===== config.mk =====
export PLATFORM = sky130hd
export DESIGN_NAME = hcfa_core
export DESIGN_NICKNAME = d
export VERILOG_FILES = /design/src/core/hcfa_pkg.sv /design/src/core/hcfa_ms_tick.sv /design/src/core/hcfa_core.sv
export SDC_FILE = /design/constraint.sdc
export NUM_CORES = 1
export LEC_CHECK = 0
export BUFFER_PORTS_ARGS = -buffer_cell sky130_fd_sc_hd__buf_2
export CORE_MARGIN = 1
export CORE_UTILIZATION = 55
export DETAILED_ROUTE_END_ITERATION = 8
export MAX_ROUTING_LAYER = met4
export PLACE_DENSITY = 0.82
export SLEW_MARGIN = 20
export SYNTH_ARGS = -nofsm -noshare
export SYNTH_HDL_FRONTEND = slang
export SYNTH_SLANG_ARGS = --single-unit

===== constraint.sdc =====
create_clock -name clock -period 2.6 [get_ports clock]
set_input_delay 0.39 -clock clock [delete_from_list [all_inputs] [get_ports clock]]
set_output_delay 0.39 -clock clock [all_outputs]
set_load 0.1 [all_outputs]

===== src/core/hcfa_pkg.sv =====
package hcfa_pkg;

   //**********************************************
   // timing
   //**********************************************
   localparam int CLK_HZ          = 25000000;
   localparam int MIN_ON_MS       = 100;
   localparam int MIN_OFF_MS      = 100;
   localparam int FAST_ON_MS      = 30;
   localparam int FAST_OFF_MS     = 35;
   localparam int TICK_HZ         = 1000;
   localparam int TICK_CYCLES     = CLK_HZ / TICK_HZ;
   localparam int MS_W            = 8;

   //**********************************************
   // thresholds, units of 0.1 A
   //**********************************************
   localparam int          CUR_W   = 10;
   localparam logic [9:0]  THR_MIN = 10'h001;
   localparam logic [9:0]  THR_MAX = 10'h1F3;
   localparam logic [9:0]  THR_RST = 10'h001;
   localparam int          CT_N    = 2;

   typedef struct packed {
      logic [CUR_W-1:0] burnout;
      logic [CUR_W-1:0] ssr;
   } hcfa_thr_t;

   typedef struct packed {
      logic burnout;
      logic ssr;
   } hcfa_alarm_t;

   function automatic logic hcfa_thr_ok(input logic [CUR_W-1:0] v);
      return (v >= THR_MIN) && (v <= THR_MAX);
   endfunction

endpackage


===== src/core/hcfa_ms_tick.sv =====
`timescale 1ns/10ps
module hcfa_ms_tick
   import hcfa_pkg::*;
#(
   parameter int DIV = TICK_CYCLES   // clocks per tick
)
(
   input  wire logic clock,   // system clock
   input  wire logic rst_b,   // async reset
   output logic      tick     // 1 ms pulse
);

   localparam int CW = $clog2(DIV);
   localparam logic [CW-1:0] LAST = CW'(DIV - 1);

   logic [CW-1:0] count;
   wire           wrap = (count == LAST);

   always_ff @(posedge clock or negedge rst_b)
      if (!rst_b)
      begin
         count <= '0;
         tick  <= 1'b0;
      end
      else
      begin
         count <= wrap ? '0 : count + 1'b1;
         tick  <= wrap;
      end

endmodule // hcfa_ms_tick


===== src/core/hcfa_core.sv =====
`timescale 1ns/10ps
module hcfa_core
   import hcfa_pkg::*;
#(
   parameter bit THREE_PHASE = 1'b1,        // two ct inputs when set
   parameter int MS_CYCLES   = TICK_CYCLES  // clocks per 1 ms tick
)
(
   input  wire logic             clock,      // 25 MHz clock
   input  wire logic             rst_b,      // async reset, low
   input  wire logic             ctrl_out,   // control output state
   input  wire logic             fast_period,// period is 0.1 s or 0.2 s
   input  wire logic             thr_we,     // threshold write strobe
   input  wire hcfa_thr_t        thr_wdata,  // thresholds to write
   output logic                  thr_reject, // last write refused
   input  wire logic [CUR_W-1:0] ct_a,       // ct input 1, 0.1 A units
   input  wire logic [CUR_W-1:0] ct_b,       // ct input 2, 0.1 A units
   input  wire logic             ct_valid,   // new current sample
   output hcfa_alarm_t           alarm       // alarm outputs
);

   //**********************************************
   // helper functions
   //**********************************************
   function automatic logic cur_below
   (
      input logic [CUR_W-1:0] cur,
      input logic [CUR_W-1:0] limit
   );
      return cur < limit;
   endfunction

   function automatic logic cur_above
   (
      input logic [CUR_W-1:0] cur,
      input logic [CUR_W-1:0] limit
   );
      return cur > limit;
   endfunction

   // the tick runs free and may land just after a change, so one
   // extra tick guarantees the full minimum duration
   function automatic logic dur_met
   (
      input logic [MS_W-1:0] dur,
      input logic [MS_W-1:0] need
   );
      return dur > need;
   endfunction

   //**********************************************
   // threshold settings
   //**********************************************
   hcfa_thr_t thr;
   hcfa_thr_t next_thr;
   logic      next_reject;

   wire bo_ok   = hcfa_thr_ok(thr_wdata.burnout);
   wire ssr_ok  = hcfa_thr_ok(thr_wdata.ssr);
   wire wr_ok   = bo_ok && ssr_ok;
   wire wr_take = thr_we && wr_ok;

   assign next_thr    = wr_take ? thr_wdata : thr;
   assign next_reject = thr_we ? !wr_ok : thr_reject;

   always_ff @(posedge clock or negedge rst_b)
      if (!rst_b)
      begin
         thr <= '{burnout: THR_RST, ssr: THR_RST};
      end
      else
      begin
         thr <= next_thr;
      end

   always_ff @(posedge clock or negedge rst_b)
      if (!rst_b)
      begin
         thr_reject <= 1'b0;
      end
      else
      begin
         thr_reject <= next_reject;
      end

   //**********************************************
   // control output synchroniser
   //**********************************************
   logic ctrl_s1;
   logic ctrl_s2;
   logic ctrl_q;

   always_ff @(posedge clock or negedge rst_b)
      if (!rst_b)
      begin
         ctrl_s1 <= 1'b0;
         ctrl_s2 <= 1'b0;
      end
      else
      begin
         ctrl_s1 <= ctrl_out;
         ctrl_s2 <= ctrl_s1;
      end

   always_ff @(posedge clock or negedge rst_b)
      if (!rst_b)
      begin
         ctrl_q <= 1'b0;
      end
      else
      begin
         ctrl_q <= ctrl_s2;
      end

   //**********************************************
   // output state duration in ms
   //**********************************************
   logic            tick;
   logic [MS_W-1:0] dur_ms;
   logic [MS_W-1:0] next_dur;

   hcfa_ms_tick
   #(
      .DIV   (MS_CYCLES)
   )
   u_tick
   (
      .clock (clock),
      .rst_b (rst_b),
      .tick  (tick)
   );

   wire changed = (ctrl_s2 != ctrl_q);
   wire sat     = (dur_ms == {MS_W{1'b1}});
   wire dur_inc = tick && !sat;

   assign next_dur = changed ? '0
                   : dur_inc ? dur_ms + 1'b1
                   : dur_ms;

   always_ff @(posedge clock or negedge rst_b)
      if (!rst_b)
      begin
         dur_ms <= '0;
      end
      else
      begin
         dur_ms <= next_dur;
      end

   //**********************************************
   // qualification windows
   //**********************************************
   wire [MS_W-1:0] on_need  = fast_period ? MS_W'(FAST_ON_MS)
                                          : MS_W'(MIN_ON_MS);
   wire [MS_W-1:0] off_need = fast_period ? MS_W'(FAST_OFF_MS)
                                          : MS_W'(MIN_OFF_MS);

   wire on_long  = dur_met(dur_ms, on_need);
   wire off_long = dur_met(dur_ms, off_need);
   wire on_win   = ctrl_q && !changed && on_long;
   wire off_win  = !ctrl_q && !changed && off_long;
   wire on_take  = ct_valid && on_win;
   wire off_take = ct_valid && off_win;

   //**********************************************
   // comparisons
   //**********************************************
   wire use_b    = THREE_PHASE;
   wire low_a    = cur_below(ct_a, thr.burnout);
   wire low_b    = use_b && cur_below(ct_b, thr.burnout);
   wire high_a   = cur_above(ct_a, thr.ssr);
   wire high_b   = use_b && cur_above(ct_b, thr.ssr);
   wire burn_now = low_a || low_b;
   wire ssr_now  = high_a || high_b;

   //**********************************************
   // alarm outputs
   //**********************************************
   hcfa_alarm_t next_alarm;

   assign next_alarm.burnout = on_take ? burn_now : alarm.burnout;
   assign next_alarm.ssr     = off_take ? ssr_now : alarm.ssr;

   always_ff @(posedge clock or negedge rst_b)
      if (!rst_b)
      begin
         alarm <= '0;
      end
      else
      begin
         alarm <= next_alarm;
      end

endmodule // hcfa_core


==> results.md, run 1 <==
Clocking:
- The count of clock tree sinks is 50.
- After clock tree synthesis, the setup repair step added 0 buffers.
- After clock tree synthesis, the clock-pin slew on the worst setup and hold paths is 90 ps.
- Counting the buffers created by CTS gives 5.
- The tree is rooted in a sky130_fd_sc_hd__clkbuf_8.
- Post-CTS repair changed the size of 0 cells.
- The clock latency on the worst-skew pair is 290 ps.
- In this run the number of H-tree levels came out at 2.
- Counting along the longest clock path gives a buffer depth of 2.
- TritonCTS built the clock tree.
- In this run, post-CTS hold repair placed 0 buffers.

Timing:
- The total count of max-transition violations in the final report is 0.
- The achievable frequency is 493 MHz.
- At the pin with the least slew margin, the transition time is roughly 630 ps.
- The normalized max-slew margin is 58.3%.
- Of the available clock period, the critical path in the final layout requires 78.0%.
- After routing, the total negative slack on setup checks comes to 0 ps.
- Setup violations remaining at the end of the flow were counted as 0.
- The time the final worst path needs with I/O delays and setup is ~2000 ps.
- The count of final hold-check violations came to 0.
- Setup slack on the critical path of the routed design comes to 571 ps.
- Across the routed clock network, the largest skew measured is 5.32 ps.
- Setup repair after global routing left no endpoint under its margin.
- The final-layout worst hold slack is a little under 200 ps.

Setup path:
- The data required time at the worst endpoint is around 2800 ps.
- The critical path goes through inv_1 > ha_1 > a21o_1 > a21oi_1 > o221ai_1 > a221oi_1 > o21ai_1 > mux2_1.
- The nature of the critical path startpoint is a flip-flop.
- The worst setup path is captured at a flip-flop.
- At the worst endpoint, the arrival time is 2210 ps.
- The worst setup path is of the reg2reg kind.
- The slowest stage of the critical path is the sky130_fd_sc_hd__dfrtp_1 cell.
- In this design, the stage delay of the slowest critical-path cell is 370 ps.
- Along the worst path, the maximum fanout reaches 3.

Floorplanning:
- 49 I/O pins were placed.
- The core area is 5640 sq um.
- The row count is 27.
- The width of the chip is 79.5 um.
- The floorplan step defined a die boundary enclosing 6330 sq um.
- In this run the vertical extent of the chip is 79.5 um.
- The initial utilization of the core area, before any placement, comes to 58.6%.

Synth:
- The net count after synthesis is 436.
- The synthesized design contains 50 register bits.
- The post-synthesis cell type count is 46.
- A synthesized cell averages 9.73 sq um.
- After synthesis the cells add up to 3310 sq um.
- The sequential area share after synthesis is 37.9%.
- Yosys printed 0 warnings.
- Counting every instance in the synthesized netlist gives 340.

Cells and area:
- The count of fill cells added during filler insertion is 460.
- After the flow finishes, the layout carries non-filler instances totaling 466.
- Across the whole layout, storage elements account for about 1300 sq um.
- The count of antenna diodes in the layout is 0.
- Summing all multi-input logic gate instances after layout gives ~1900 sq um.
- The fraction of layout instances using a drive strength above 1 is 21.6%.
- At the end of the flow the core is filled with cells to 66.3%.
- After the last flow step, the layout net total stands at 489.
- The library cells used most frequently in the layout, excluding fill and tap cells, are sky130_fd_sc_hd__ha_1, sky130_fd_sc_hd__dfrtp_1, sky130_fd_sc_hd__buf_2.
- The area overhead of the layout relative to synthesis is 13.1%.
- The leading cell type in the layout, fill and taps excluded is sky130_fd_sc_hd__ha_1.

Power:
- Per report_power, the sequential group accounts for 45.8% of the total.
- The highest ir drop seen on vdd is 360 uV.
- The analysis attributes to cell leakage a power of 1.83 nW.
- The switching part of the total power is between 20% and 30%.
- In this run the power spent charging and discharging nets is ~0.00055 W.
- The combinational fraction of design power is between 20% and 30%.
- The design internal power is about 0.0013 W.
- The power per standard cell area is ~500 nW/um^2.
- The clock network burns between 20% and 30% of the power.

Detailed routing:
- The final route contains ~2600 vias.
- After detailed routing, the number of remaining DRC violations is 0.
- In the final routed layout, each cell accounts on average for 15.0 um.
- Summed over all layers, the routed wires come to 6990 um.
- The via-per-instance ratio is approximately 5.7.
- In this run the remaining antenna-violating nets after routing total 0.
- For this run, the detailed router's first-pass iteration total came to 4.
- The DRC violation total after the first TritonRoute iteration is 88.

Global routing:
- The number of global-route vias before repair is 2757.
- In the global route stage, overall resource usage came out at 26.1%.
- Summed over all layers, the global routing overflow is 0.
- Entering global routing, the biggest net connects slightly above 50 pins.
- The first-pass GRT wire length is between 10000 and 15000 um.
- The number of antenna violations at the first check in global routing is 0.

Placed design:
- The pre-CTS setup slack is 526 ps.
- The cell count after placement is about 460.
- The weighted congestion at the end of routability-driven global placement is 0.892.
- The estimated wirelength of the detail-placed design is about 5700 um.
- The count of buffers inserted at the top-level ports is 48.

Run status:
- The run finished with clean final reports.

Min path:
- The tightest min-delay check is of the in2async type.

Flow run:
- The number of maximum-capacitance constraint violations is 0.
## Yosys cell counts (all sizes together)
cell type | number | area share [%]
nand2b | 1 | 0.19
inv | 31 | 3.5
nand4 | 10 | 1.9
clkbuf | 1 | 0.11
a311oi | 1 | 0.26
nor3b | 1 | 0.23
o2111ai | 2 | 0.53
nand3 | 15 | 2.3
nand2 | 32 | 3.6
nand4b | 3 | 0.79
o21ai | 31 | 6.5
a211oi | 2 | 0.45
a31oi | 3 | 0.57
xor2 | 11 | 2.9
and3 | 5 | 0.95
mux2i | 1 | 0.30
nor3 | 7 | 1.2
buf | 4 | 1.1
a221oi | 1 | 0.26
o221ai | 1 | 0.26
and4 | 1 | 0.26
o21a | 1 | 0.23
nor4 | 4 | 1.9
ha | 50 | 19
a21o | 6 | 1.4
or4 | 2 | 0.57
nor2 | 31 | 3.5
mux2 | 4 | 1.6
nand3b | 1 | 0.23
xnor2 | 8 | 2.1
nor2b | 4 | 0.76
a21oi | 11 | 1.7
dfrtp | 48 | 36
dfstp | 2 | 1.6
nor4b | 2 | 0.53
a21boi | 1 | 0.23
o41ai | 1 | 0.26
## through the flow
stage	cell area, sq um	power, W
floorplan	3310	0.00118
global route	3740	0.00200
finish	3740	0.00187
global placement	3630	0.00132
CTS	3740	0.00188
detailed placement	3630	0.00135
## power by group through the flow
stage | sequential (W) | combinational (W) | clock (W)
5_1_grt | 0.000863 | 0.000552 | 0.000586
3_5_place_dp | 0.000872 | 0.000476 | 0
4_1_cts | 0.000857 | 0.000481 | 0.000547
3_3_place_gp | 0.000869 | 0.000451 | 0
6_report | 0.000857 | 0.000481 | 0.000532
2_1_floorplan | 0.000875 | 0.000310 | 0
## logic make-up after synthesis
family / synth area share (%)
AO/OA/AOI/OAI: 12.6
adder cells (fa/ha/maj): 18.9
XOR/XNOR: 5.03
buffers and inverters: 4.77
AND/OR/NAND/NOR: 18.9
multiplexers: 1.89
flip-flops: 37.9
## sequential cells by signal, summed over array words and instances (netlist names)
signal        flops
ctrl_q            1
u_tick.count     15
u_tick.tick       1
alarm             2
dur_ms            8
ctrl_s2           1
thr              20
ctrl_s1           1
thr_reject        1
## layout make-up
cell class                 count  share of cell area [%]
inverter                      31                    3.11
clock buffer                   5                    1.84
tap                           72                    2.41
multi-input combinational    254                    50.7
clock inverter                 3                    1.07
sequential                    50                    33.5
timing repair buffer          51                    7.36
## metal layers
metal,routed length (um),global-route usage (%),vias to the layer above
li1,-,-,1305
met2,3370,42.8,75
met4,81,7.27,0
met3,462,5.37,10
met1,3080,32.8,1244
met5,0,-,-
## worst max-delay path, delay by kind of cell, from the launching register on
family                   cells  cell delay, ps
AO/OA/AOI/OAI                5             890
adder cells (fa/ha/maj)      1             260
buffers and inverters        1             110
flip-flops                   1             370
multiplexers                 1             300
## final timing paths
path	cells past startpoint	start	slack [ps]	end
worst max-delay path	8	thr[3]	570	alarm[0]
worst min-delay path	2	rst_b	200	thr[19]
worst max register to register	8	thr[3]	570	alarm[0]
worst min register to register	0	ctrl_s1	350	ctrl_s2
max in group asynchronous	2	rst_b	1990	u_tick.count[6]
min in group clock	1	ctrl_out	200	ctrl_s1
Note: power is estimated with default switching activity, not from simulation.
==> run 2: changes to the inputs <==
==> constraint.sdc (replaced) <==
create_clock -name clock -period 1.9 [get_ports clock]
set_input_delay 0.285 -clock clock [delete_from_list [all_inputs] [get_ports clock]]
set_output_delay 0.285 -clock clock [all_outputs]
set_load 0.1 [all_outputs]
==> run 2 against run 1 <==
Against the previous run:
- the run now ends with negative setup slack left
- cell count up 3.9%
- clock skew down 3.0 ps
- sequential cell count unchanged
- sequential share of layout area down 1.8 points
- critical path type unchanged
- critical endpoint is now alarm[1]
- largest cell class unchanged
- largest power group unchanged
==> results.md, run 2 (synthesis gave the netlist of run 1 again) <==
Run status:
- The flow ran to the end, but the final reports show violations.
- The checks that failed: negative setup slack.

Timing:
- The slew at the pin closest to its max-slew limit was 731 ps (+105 ps).
- The final worst clock skew is 2.34 ps (-2.99 ps).
- The period utilization was 102% (+24 points).
- The setup TNS after final layout came to -30.9 ps (-30.9 ps).
- The achievable frequency is 518 MHz (+5.1%).
- The time the final worst path needs with I/O delays and setup is 1930 ps (-98.7 ps).
- The normalized max-slew margin is 50.9% (-7.4 points).
- The count of final hold-check violations came to 0 (unchanged).
- The total count of max-transition violations in the final report is 0 (unchanged).
- The number of setup violations in the final report is 2 (+2).
- The post-route worst setup slack is -30.2 ps (-601 ps).
- Setup repair after global routing could not meet its margin everywhere.

Setup path:
- The data required time at the worst endpoint was 2090 ps (-690 ps).
- STA classifies the critical path endpoint as a flip-flop.
- The worst-path maximum fanout came to 3 (unchanged).
- The data arrival time at the worst-slack endpoint is 2120 ps (-90 ps).
- The critical path class is reg2reg.
- The cell count of the worst reg-to-reg path is 8 (unchanged).
- STA classifies the critical path startpoint as a flip-flop.

Global routing:
- The number of global-route vias before repair is 2665 (-3.3%).
- The number of antenna violations at the first check in global routing was 0 (unchanged).
- The total congestion overflow was 0 (unchanged).
- The first-pass GRT wire length is 12400 um (-0.72%).
- The total track usage came to 26.4% (+0.24 points).
- The pin count of the biggest net entering global routing is 21 (-59%).

Detailed routing:
- The overall via count from detail_route is 2705 (+2.7%).
- The via-per-instance ratio is 5.59 (-1.1%).
- The count of TritonRoute iterations in the first routing pass is 4 (unchanged).
- The DRC violation total after the first TritonRoute iteration was 145 (+65%).
- The DRC violations left came to 0 (unchanged).
- The remaining antenna violation count after routing is 0 (unchanged).
- The wire length reported by the detailed router is 7510 um (+7.4%).
- The average wire per cell in the routed design is 15.5 um (+3.4%).

Cells and area:
- The count of fill cells added during filler insertion is 422 (-8.3%).
- The fraction of layout instances using a drive strength above 1 was 27.9% (+6.3 points).
- The number of flip-flops under the largest register name is 20 (unchanged).
- The largest registers in the layout are thr: 20 flops, u_tick.count: 15 flops, dur_ms: 8 flops.
- The area overhead of the layout relative to synthesis is 19.3%.
- The count of antenna diodes in the layout came to 0 (unchanged).
- The utilization after layout is 69.9% (+3.7 points).
- Leaving out fill and tap cells, the most frequent cells in the layout are sky130_fd_sc_hd__ha_1, sky130_fd_sc_hd__dfrtp_1, sky130_fd_sc_hd__buf_2.
- Ranked by flip-flop count, first place goes to thr.
- The count of nets after finishing is 507 (+3.7%).
- The final standard cell area without fillers was 3950 sq um (+5.5%).

Power:
- The switching component of the power came to 0.000809 W (+47%).
- The power per standard cell area is 678 nW/um^2 (+35%).
- The portion of total power attributed to sequential cells is 43.9% (-1.9 points).
- The combinational fraction of design power came to 28.7% (+3.0 points).
- The switching part of the total power is 30.3% (+0.92 points).
- The design internal power is 0.00186 W (+41%).
- The overall power consumption is 0.00267 W (+43%).
- The leakage power figure is 1.93 nW (+5.5%).
- The portion of total power attributed to the clock network is 27.4% (-1.0 points).
- The highest ir drop seen on vdd is 513 uV (+42%).

Clocking:
- The clock-pin transition on the worst setup and hold timing paths is 90 ps (about the same).
- The clock latency on the worst-skew pair is 300 ps (about the same).
- The library cell used as clock root buffer is sky130_fd_sc_hd__clkbuf_8.
- The buffer levels on the longest clock path is 2 (unchanged).
- The number of buffers inserted during clock tree synthesis is 5 (unchanged).
- The count of clock tree sinks came to 50 (unchanged).
- The number of H-tree levels was 2 (unchanged).
- TritonCTS built the clock tree.

Floorplanning:
- The width of the chip is 79.5 um (unchanged).
- The area of the die is 6330 sq um (unchanged).
- The height of the die is 79.5 um (unchanged).
- The number of top-level design ports is 49 (unchanged).
- The initial standard-cell utilization of the core came to 58.6% (unchanged).
- The row count is 27 (unchanged).
- The core area was 5640 sq um (unchanged).

Placed design:
- The placed standard-cell area is 3750 sq um (+3.3%).
- The weighted congestion at the end of routability-driven global placement is 0.928 (+4.1%).
- The count of buffers inserted at the top-level ports came to 48 (unchanged).
- The estimated wirelength of the detail-placed design is 5650 um (-0.60%).

Min path:
- The worst hold path belongs to the class in2reg.
- Along the worst hold path, the cell count comes to 1.

Flow run:
- The number of maximum-capacitance constraint violations was 0 (unchanged).
## run 2: metal layers
| metal | routed length, um | share of wire [%] | global-route usage, % |
|---|---|---|---|
| met5 | 0 | 0 | - |
| met4 | 90 | 1.2 | 4.36 |
| met2 | 3520 | 47 | 42.5 |
| met1 | 3540 | 47 | 35.5 |
| met3 | 351 | 4.7 | 4.46 |
## run 2: repair_timing
item	in CTS	in global routing
hold buffers	1	0
endpoints found under the setup margin	1	2
pin swaps	2	3
buffers inserted	0	1
hold endpoints to repair	13	0
gates resized for setup	3	12
## run 2: power groups by stage
stage / sequential, W / clock (W) / combinational [W]
final: 0.00117 / 0.000733 / 0.000766
after global routing: 0.00118 / 0.000802 / 0.000844
after CTS: 0.00117 / 0.000748 / 0.000701
after detailed placement: 0.00119 / 0 / 0.000665
after global placement: 0.00119 / 0 / 0.000634
after floorplan: 0.00120 / 0 / 0.000424
## run 2: final timing paths
path                       startpoint  slack [ps]       end
max reg2reg                   thr[12]         -30  alarm[1]
min reg2reg                   ctrl_s1         360   ctrl_s2
min in group asynchronous       rst_b         420   thr[18]
max                           thr[12]         -30  alarm[1]
min                          ctrl_out          80   ctrl_s1
max in group asynchronous       rst_b         860   thr[10]
## run 2: layout make-up
cell class                 count  area, sq um  share of cell area, %
clock buffer                   5         68.8                   1.74
clock inverter                 3         40.0                   1.01
inverter                      31          116                   2.95
multi-input combinational    254         1960                   49.7
sequential                    50         1250                   31.8
tap                           72         90.1                   2.28
timing repair buffer          69          417                   10.6
## run 2: critical path: stages, from the launching register on
cell and delay (ps):
sky130_fd_sc_hd__dfrtp_1 330, sky130_fd_sc_hd__inv_1 70, sky130_fd_sc_hd__ha_1 300, sky130_fd_sc_hd__nand2_1 70, sky130_fd_sc_hd__o21ai_0 290, sky130_fd_sc_hd__nand4_1 160, sky130_fd_sc_hd__a31oi_1 220, sky130_fd_sc_hd__o21ai_0 110
sky130_fd_sc_hd__mux2_2 270
## run 2: metrics by stage
| step | hold WS, ps | cells | worst slack [ps] |
|---|---|---|---|
| after floorplan | -10.6 | 340 | 71.5 |
| after global placement | 216 | 474 | -30.2 |
| after detailed placement | 221 | 474 | -37.8 |
| after CTS | 73.8 | 483 | 9.42 |
| after global routing | 61.6 | 484 | -106 |
| final | 83.0 | 484 | -30.2 |
==> run 3: changes to the inputs <==
--- a/config.mk
+++ b/config.mk
@@ -14,4 +14,5 @@
 export SLEW_MARGIN = 20
 export SYNTH_ARGS = -nofsm -noshare
 export SYNTH_HDL_FRONTEND = slang
+export SYNTH_HIERARCHICAL = 1
 export SYNTH_SLANG_ARGS = --single-unit
==> run 3 against run 2 <==
Against the previous run:
- non-clock buffer count is 9 higher
- critical path depth is 2 lower
- cell count is 3.3% higher
- synthesized cell count is 1.8% higher
- sequential share of layout area is 1.2 points lower
- first-iteration DRC count is 29% lower
- clock skew is 4.1 ps higher
- largest power group unchanged
- the flow finishes with violations (negative hold slack)
==> results.md, run 3 <==
Run status:
- The run finished, with violations left.
- The final reports fail on negative hold slack.

Timing:
- The achievable frequency came to 527 MHz (+1.7%).
- The final worst clock skew is 6.40 ps (+4.06 ps).
- The final-layout worst hold slack is -6.61 ps (-89.6 ps).
- The number of setup violations in the final report is 0 (-2).
- The total count of max-transition violations in the final report is 0 (unchanged).
- The normalized max-slew margin is 57.4% (+6.5 points).
- The slew at the pin closest to its max-slew limit came to 640 ps (-91.4 ps).
- Setup repair after global routing could not meet its margin everywhere.
- The time the final worst path needs with I/O delays and setup is 1900 ps (-32.5 ps).
- The count of final hold-check violations is 12 (+12).
- The period utilization is 99.9% (-1.7 points).

Synth:
- By area the synthesized netlist is led by sky130_fd_sc_hd__dfrtp_1, sky130_fd_sc_hd__ha_1, sky130_fd_sc_hd__o21ai_2.
- The number of cells produced by synthesis is 346 (+1.8%).
- The most area-hungry cell type in the Yosys netlist is sky130_fd_sc_hd__dfrtp_1.
- The cell with the most instances after synthesis is sky130_fd_sc_hd__ha_1.
- The prevailing post-synth register cell is sky130_fd_sc_hd__dfrtp_1.
- The post-synthesis cell type count came to 50 (+8.7%).
- The number of warnings printed during yosys synthesis is 6 (+6).
- The mean instance size in the synthesized netlist was 9.90 sq um (+1.8%).
- The post-synthesis sequential element count was 50 (unchanged).
- The net count after synthesis is 442 (+1.4%).
- The share of synthesized registers carrying an async set or reset was 100% (unchanged).
- The share of Yosys cell area claimed by the top area cell type is 35.1% (-1.3 points).
- The count of flip-flops with a built-in enable after synthesis was 0 (unchanged).
- The sequential area share after synthesis is 36.6% (-1.3 points).
- The area of the mapped netlist is 3430 sq um (+3.6%).
- Ranked by instance count, the synthesized netlist is headed by sky130_fd_sc_hd__ha_1, sky130_fd_sc_hd__dfrtp_1, sky130_fd_sc_hd__nand2_1.

Setup path:
- The startpoint identified for the worst register-to-register timing path is dur_ms[6].
- The worst-path maximum fanout is 4 (+1).
- The biggest cell delay along the critical path was 450 ps (+120 ps).
- The data arrival time at the worst-slack endpoint is 2100 ps (-20 ps).
- The cell count of the worst reg-to-reg path is 6 (-2).
- The number of logic stages on the critical path including buffering is 6 (-2).
- On the critical path, the stage with the largest delay is an instance of sky130_fd_sc_hd__dfrtp_2.
- The most critical setup path has its startpoint at dur_ms[6].
- The count of buffering cells on the critical path with inverters included is 0 (-1).
- The worst setup path is captured at a flip-flop.
- The setup path with the least slack is of type reg2reg.
- The worst setup path is launched from a flip-flop.
- Grouping stages by cell kind, the critical path spends the most delay in flip-flops.
- The signal on the critical path passes through ha_1 > nor2b_2 > nand3b_1 > o21ai_1 > o2111ai_2 > mux2_4.
- The data required time at the worst endpoint is 2100 ps (about the same).

Placed design:
- The count of buffers inserted at the top-level ports is 48 (unchanged).
- The estimated wirelength of the detail-placed design was 6570 um (+16%).
- The placed standard-cell area was 3940 sq um (+5.1%).
- The weighted congestion at the end of routability-driven global placement is 0.977 (+5.2%).

Cells and area:
- The area used by sequential logic in the layout came to 1250 sq um (about the same).
- The final standard cell area without fillers came to 4110 sq um (+4.1%).
- The number of flip-flops under the largest register name came to 20 (unchanged).
- The count of fill cells added during filler insertion came to 442 (+4.7%).
- The top cell types in the final layout, fill and taps aside, are sky130_fd_sc_hd__ha_1, sky130_fd_sc_hd__buf_2, sky130_fd_sc_hd__dfrtp_1.
- The count of nets after finishing is 520 (+2.6%).
- Relative to the synthesized area, the layout overhead comes to 19.9%.
- The count of antenna diodes in the layout is 0 (unchanged).
- The largest registers in the layout are thr: 20 flops, u_tick/count: 15 flops, dur_ms: 8 flops.
- Counting flops per register, the top entry is thr.
- The fraction of layout instances using a drive strength above 1 was 30.1% (+2.2 points).
- The area of the multi-input gates is 2070 sq um (+5.4%).

Clocking:
- The buffer levels on the longest clock path is 2 (unchanged).
- The clock latency on the worst-skew pair is 310 ps (about the same).
- The number of hold buffers added after cts is 0 (-1).
- The TritonCTS clock tree is done.
- The number of setup buffers added after CTS is 0 (unchanged).
- The number of H-tree levels came to 2 (unchanged).
- The number of buffers inserted during clock tree synthesis was 5 (unchanged).
- The cell sitting at the root of the clock tree is a sky130_fd_sc_hd__clkbuf_8.
- The count of clock tree sinks is 50 (unchanged).
- The clock-pin transition on the worst setup and hold timing paths is 90 ps (about the same).

Power:
- The leakage power figure is 1.96 nW (+1.9%).
- The highest ir drop seen on vdd is 477 uV (-7.0%).
- The overall power consumption is 0.00270 W (+1.2%).
- The power per standard cell area was 658 nW/um^2 (-2.8%).

Detailed routing:
- The count of TritonRoute iterations in the first routing pass is 4 (unchanged).
- The overall via count from detail_route is 2930 (+8.3%).
- The DRC violations left is 0 (unchanged).
- The DRC violation total after the first TritonRoute iteration is 103 (-29%).
- The remaining antenna violation count after routing was 0 (unchanged).
- The wire length reported by the detailed router is 8380 um (+12%).
- The via-per-instance ratio is 5.86 (+4.9%).
- The average wire per cell in the routed design is 16.8 um (+8.0%).

Floorplanning:
- The height of the die is 80.9 um (+1.7%).
- The width of the chip is 80.9 um (+1.7%).
- The initial standard-cell utilization of the core is 57.5% (-1.1 points).
- The area of the die is 6550 sq um (+3.5%).
- The number of top-level design ports is 49 (unchanged).
- The row count is 28 (+3.7%).
- The core area is 5960 sq um (+5.6%).

Global routing:
- The first-pass GRT wire length is 13600 um (+9.5%).
- The number of global-route vias before repair was 2992 (+12%).
- The total congestion overflow is 0 (unchanged).
- The number of antenna violations at the first check in global routing came to 0 (unchanged).
- The pin count of the biggest net entering global routing was 29 (+38%).
- The total track usage came to 28.3% (+1.9 points).

Flow run:
- The number of maximum-capacitance constraint violations is 0 (unchanged).

Min path:
- The type of the tightest min-delay check is in2async.
## run 3: changes by cell type after synthesis, moves of 3 or more
| cell | before | now |
|---|---|---|
| sky130_fd_sc_hd__o21ai_1 | 3 | 0 |
| sky130_fd_sc_hd__xnor2_1 | 8 | 2 |
| sky130_fd_sc_hd__o21ai_0 | 12 | 17 |
| sky130_fd_sc_hd__or3_1 | 0 | 4 |
| sky130_fd_sc_hd__nor2_1 | 31 | 20 |
| sky130_fd_sc_hd__and3_1 | 5 | 1 |
| sky130_fd_sc_hd__a21oi_1 | 11 | 15 |
| sky130_fd_sc_hd__nor4_1 | 1 | 6 |
## run 3: worst reg2reg max path, stage by stage (launching register included)
cell and delay (ps):
sky130_fd_sc_hd__dfrtp_2 450, sky130_fd_sc_hd__ha_1 330, sky130_fd_sc_hd__nor2b_2 180, sky130_fd_sc_hd__nand3b_1 130, sky130_fd_sc_hd__o21ai_1 180, sky130_fd_sc_hd__o2111ai_2 190
sky130_fd_sc_hd__mux2_4 340
## run 3: kinds of logic (layout without fill, tap and decap cells)
logic type / after synthesis / count (layout) / share of synthesized area (%)
XOR/XNOR: 14 / 14 / 3.58
flip-flops: 50 / 50 / 36.6
AO/OA/AOI/OAI: 74 / 74 / 14.8
adder cells (fa/ha/maj): 50 / 50 / 18.3
buffers and inverters: 36 / 115 / 4.75
AND/OR/NAND/NOR: 118 / 118 / 20.5
multiplexers: 4 / 4 / 1.53
## run 3: what timing repair did
action / in CTS / in global routing
gates resized for setup: 7 / 11
setup endpoints to repair: 1 / 2
pin swaps: 1 / 4
## run 3: path summary, 6_finish.rpt
kind / to / slack, ps
max: alarm[0] / 2
min: thr[14] / -7
max reg2reg: alarm[0] / 2
min reg2reg: ctrl_s2 / 370
max in group asynchronous: dur_ms[6] / 1270
min in group clock: ctrl_s1 / 90
## run 3: cell type report
| cell class | count | share of cell area [%] |
|---|---|---|
| multi-input combinational | 260 | 50.3 |
| sequential | 50 | 30.6 |
| timing repair buffer | 78 | 11.6 |
| inverter | 29 | 2.65 |
| tap | 75 | 2.28 |
| clock buffer | 7 | 1.86 |
| clock inverter | 1 | 0.731 |
## run 3: report_power, final
part | switching (W) | internal, W | total [W]
clock network | 0.000354 | 0.000395 | 0.000749
registers | 0.0000282 | 0.00114 | 0.00117
logic | 0.000428 | 0.000354 | 0.000783
total | 0.000811 | 0.00189 | 0.00270
## run 3: routing by layer
metal  part of all wire, %  track usage, %  up-vias  routed length, um
met5                     0               -        -                  0
met4                   2.9            9.64        0                240
met3                   4.6            6.18       24                386
met2                    50            49.1       78               4190
met1                    43            32.1     1419               3560
li1                      -               -     1409                  -
## run 3: through the flow
step           utilization, %  worst slack (ps)  hold WS (ps)  cells  setup TNS, ps
3_5_place_dp             66.2              -133           343    492           -160
2_1_floorplan               -              78.9         -10.6    346              0
4_1_cts                  68.4              4.71          7.63    500              0
6_report                 69.0              2.36         -6.61    500              0
5_1_grt                  69.0              -110          35.3    500           -110
3_3_place_gp             66.2             -51.5           344    492          -51.5
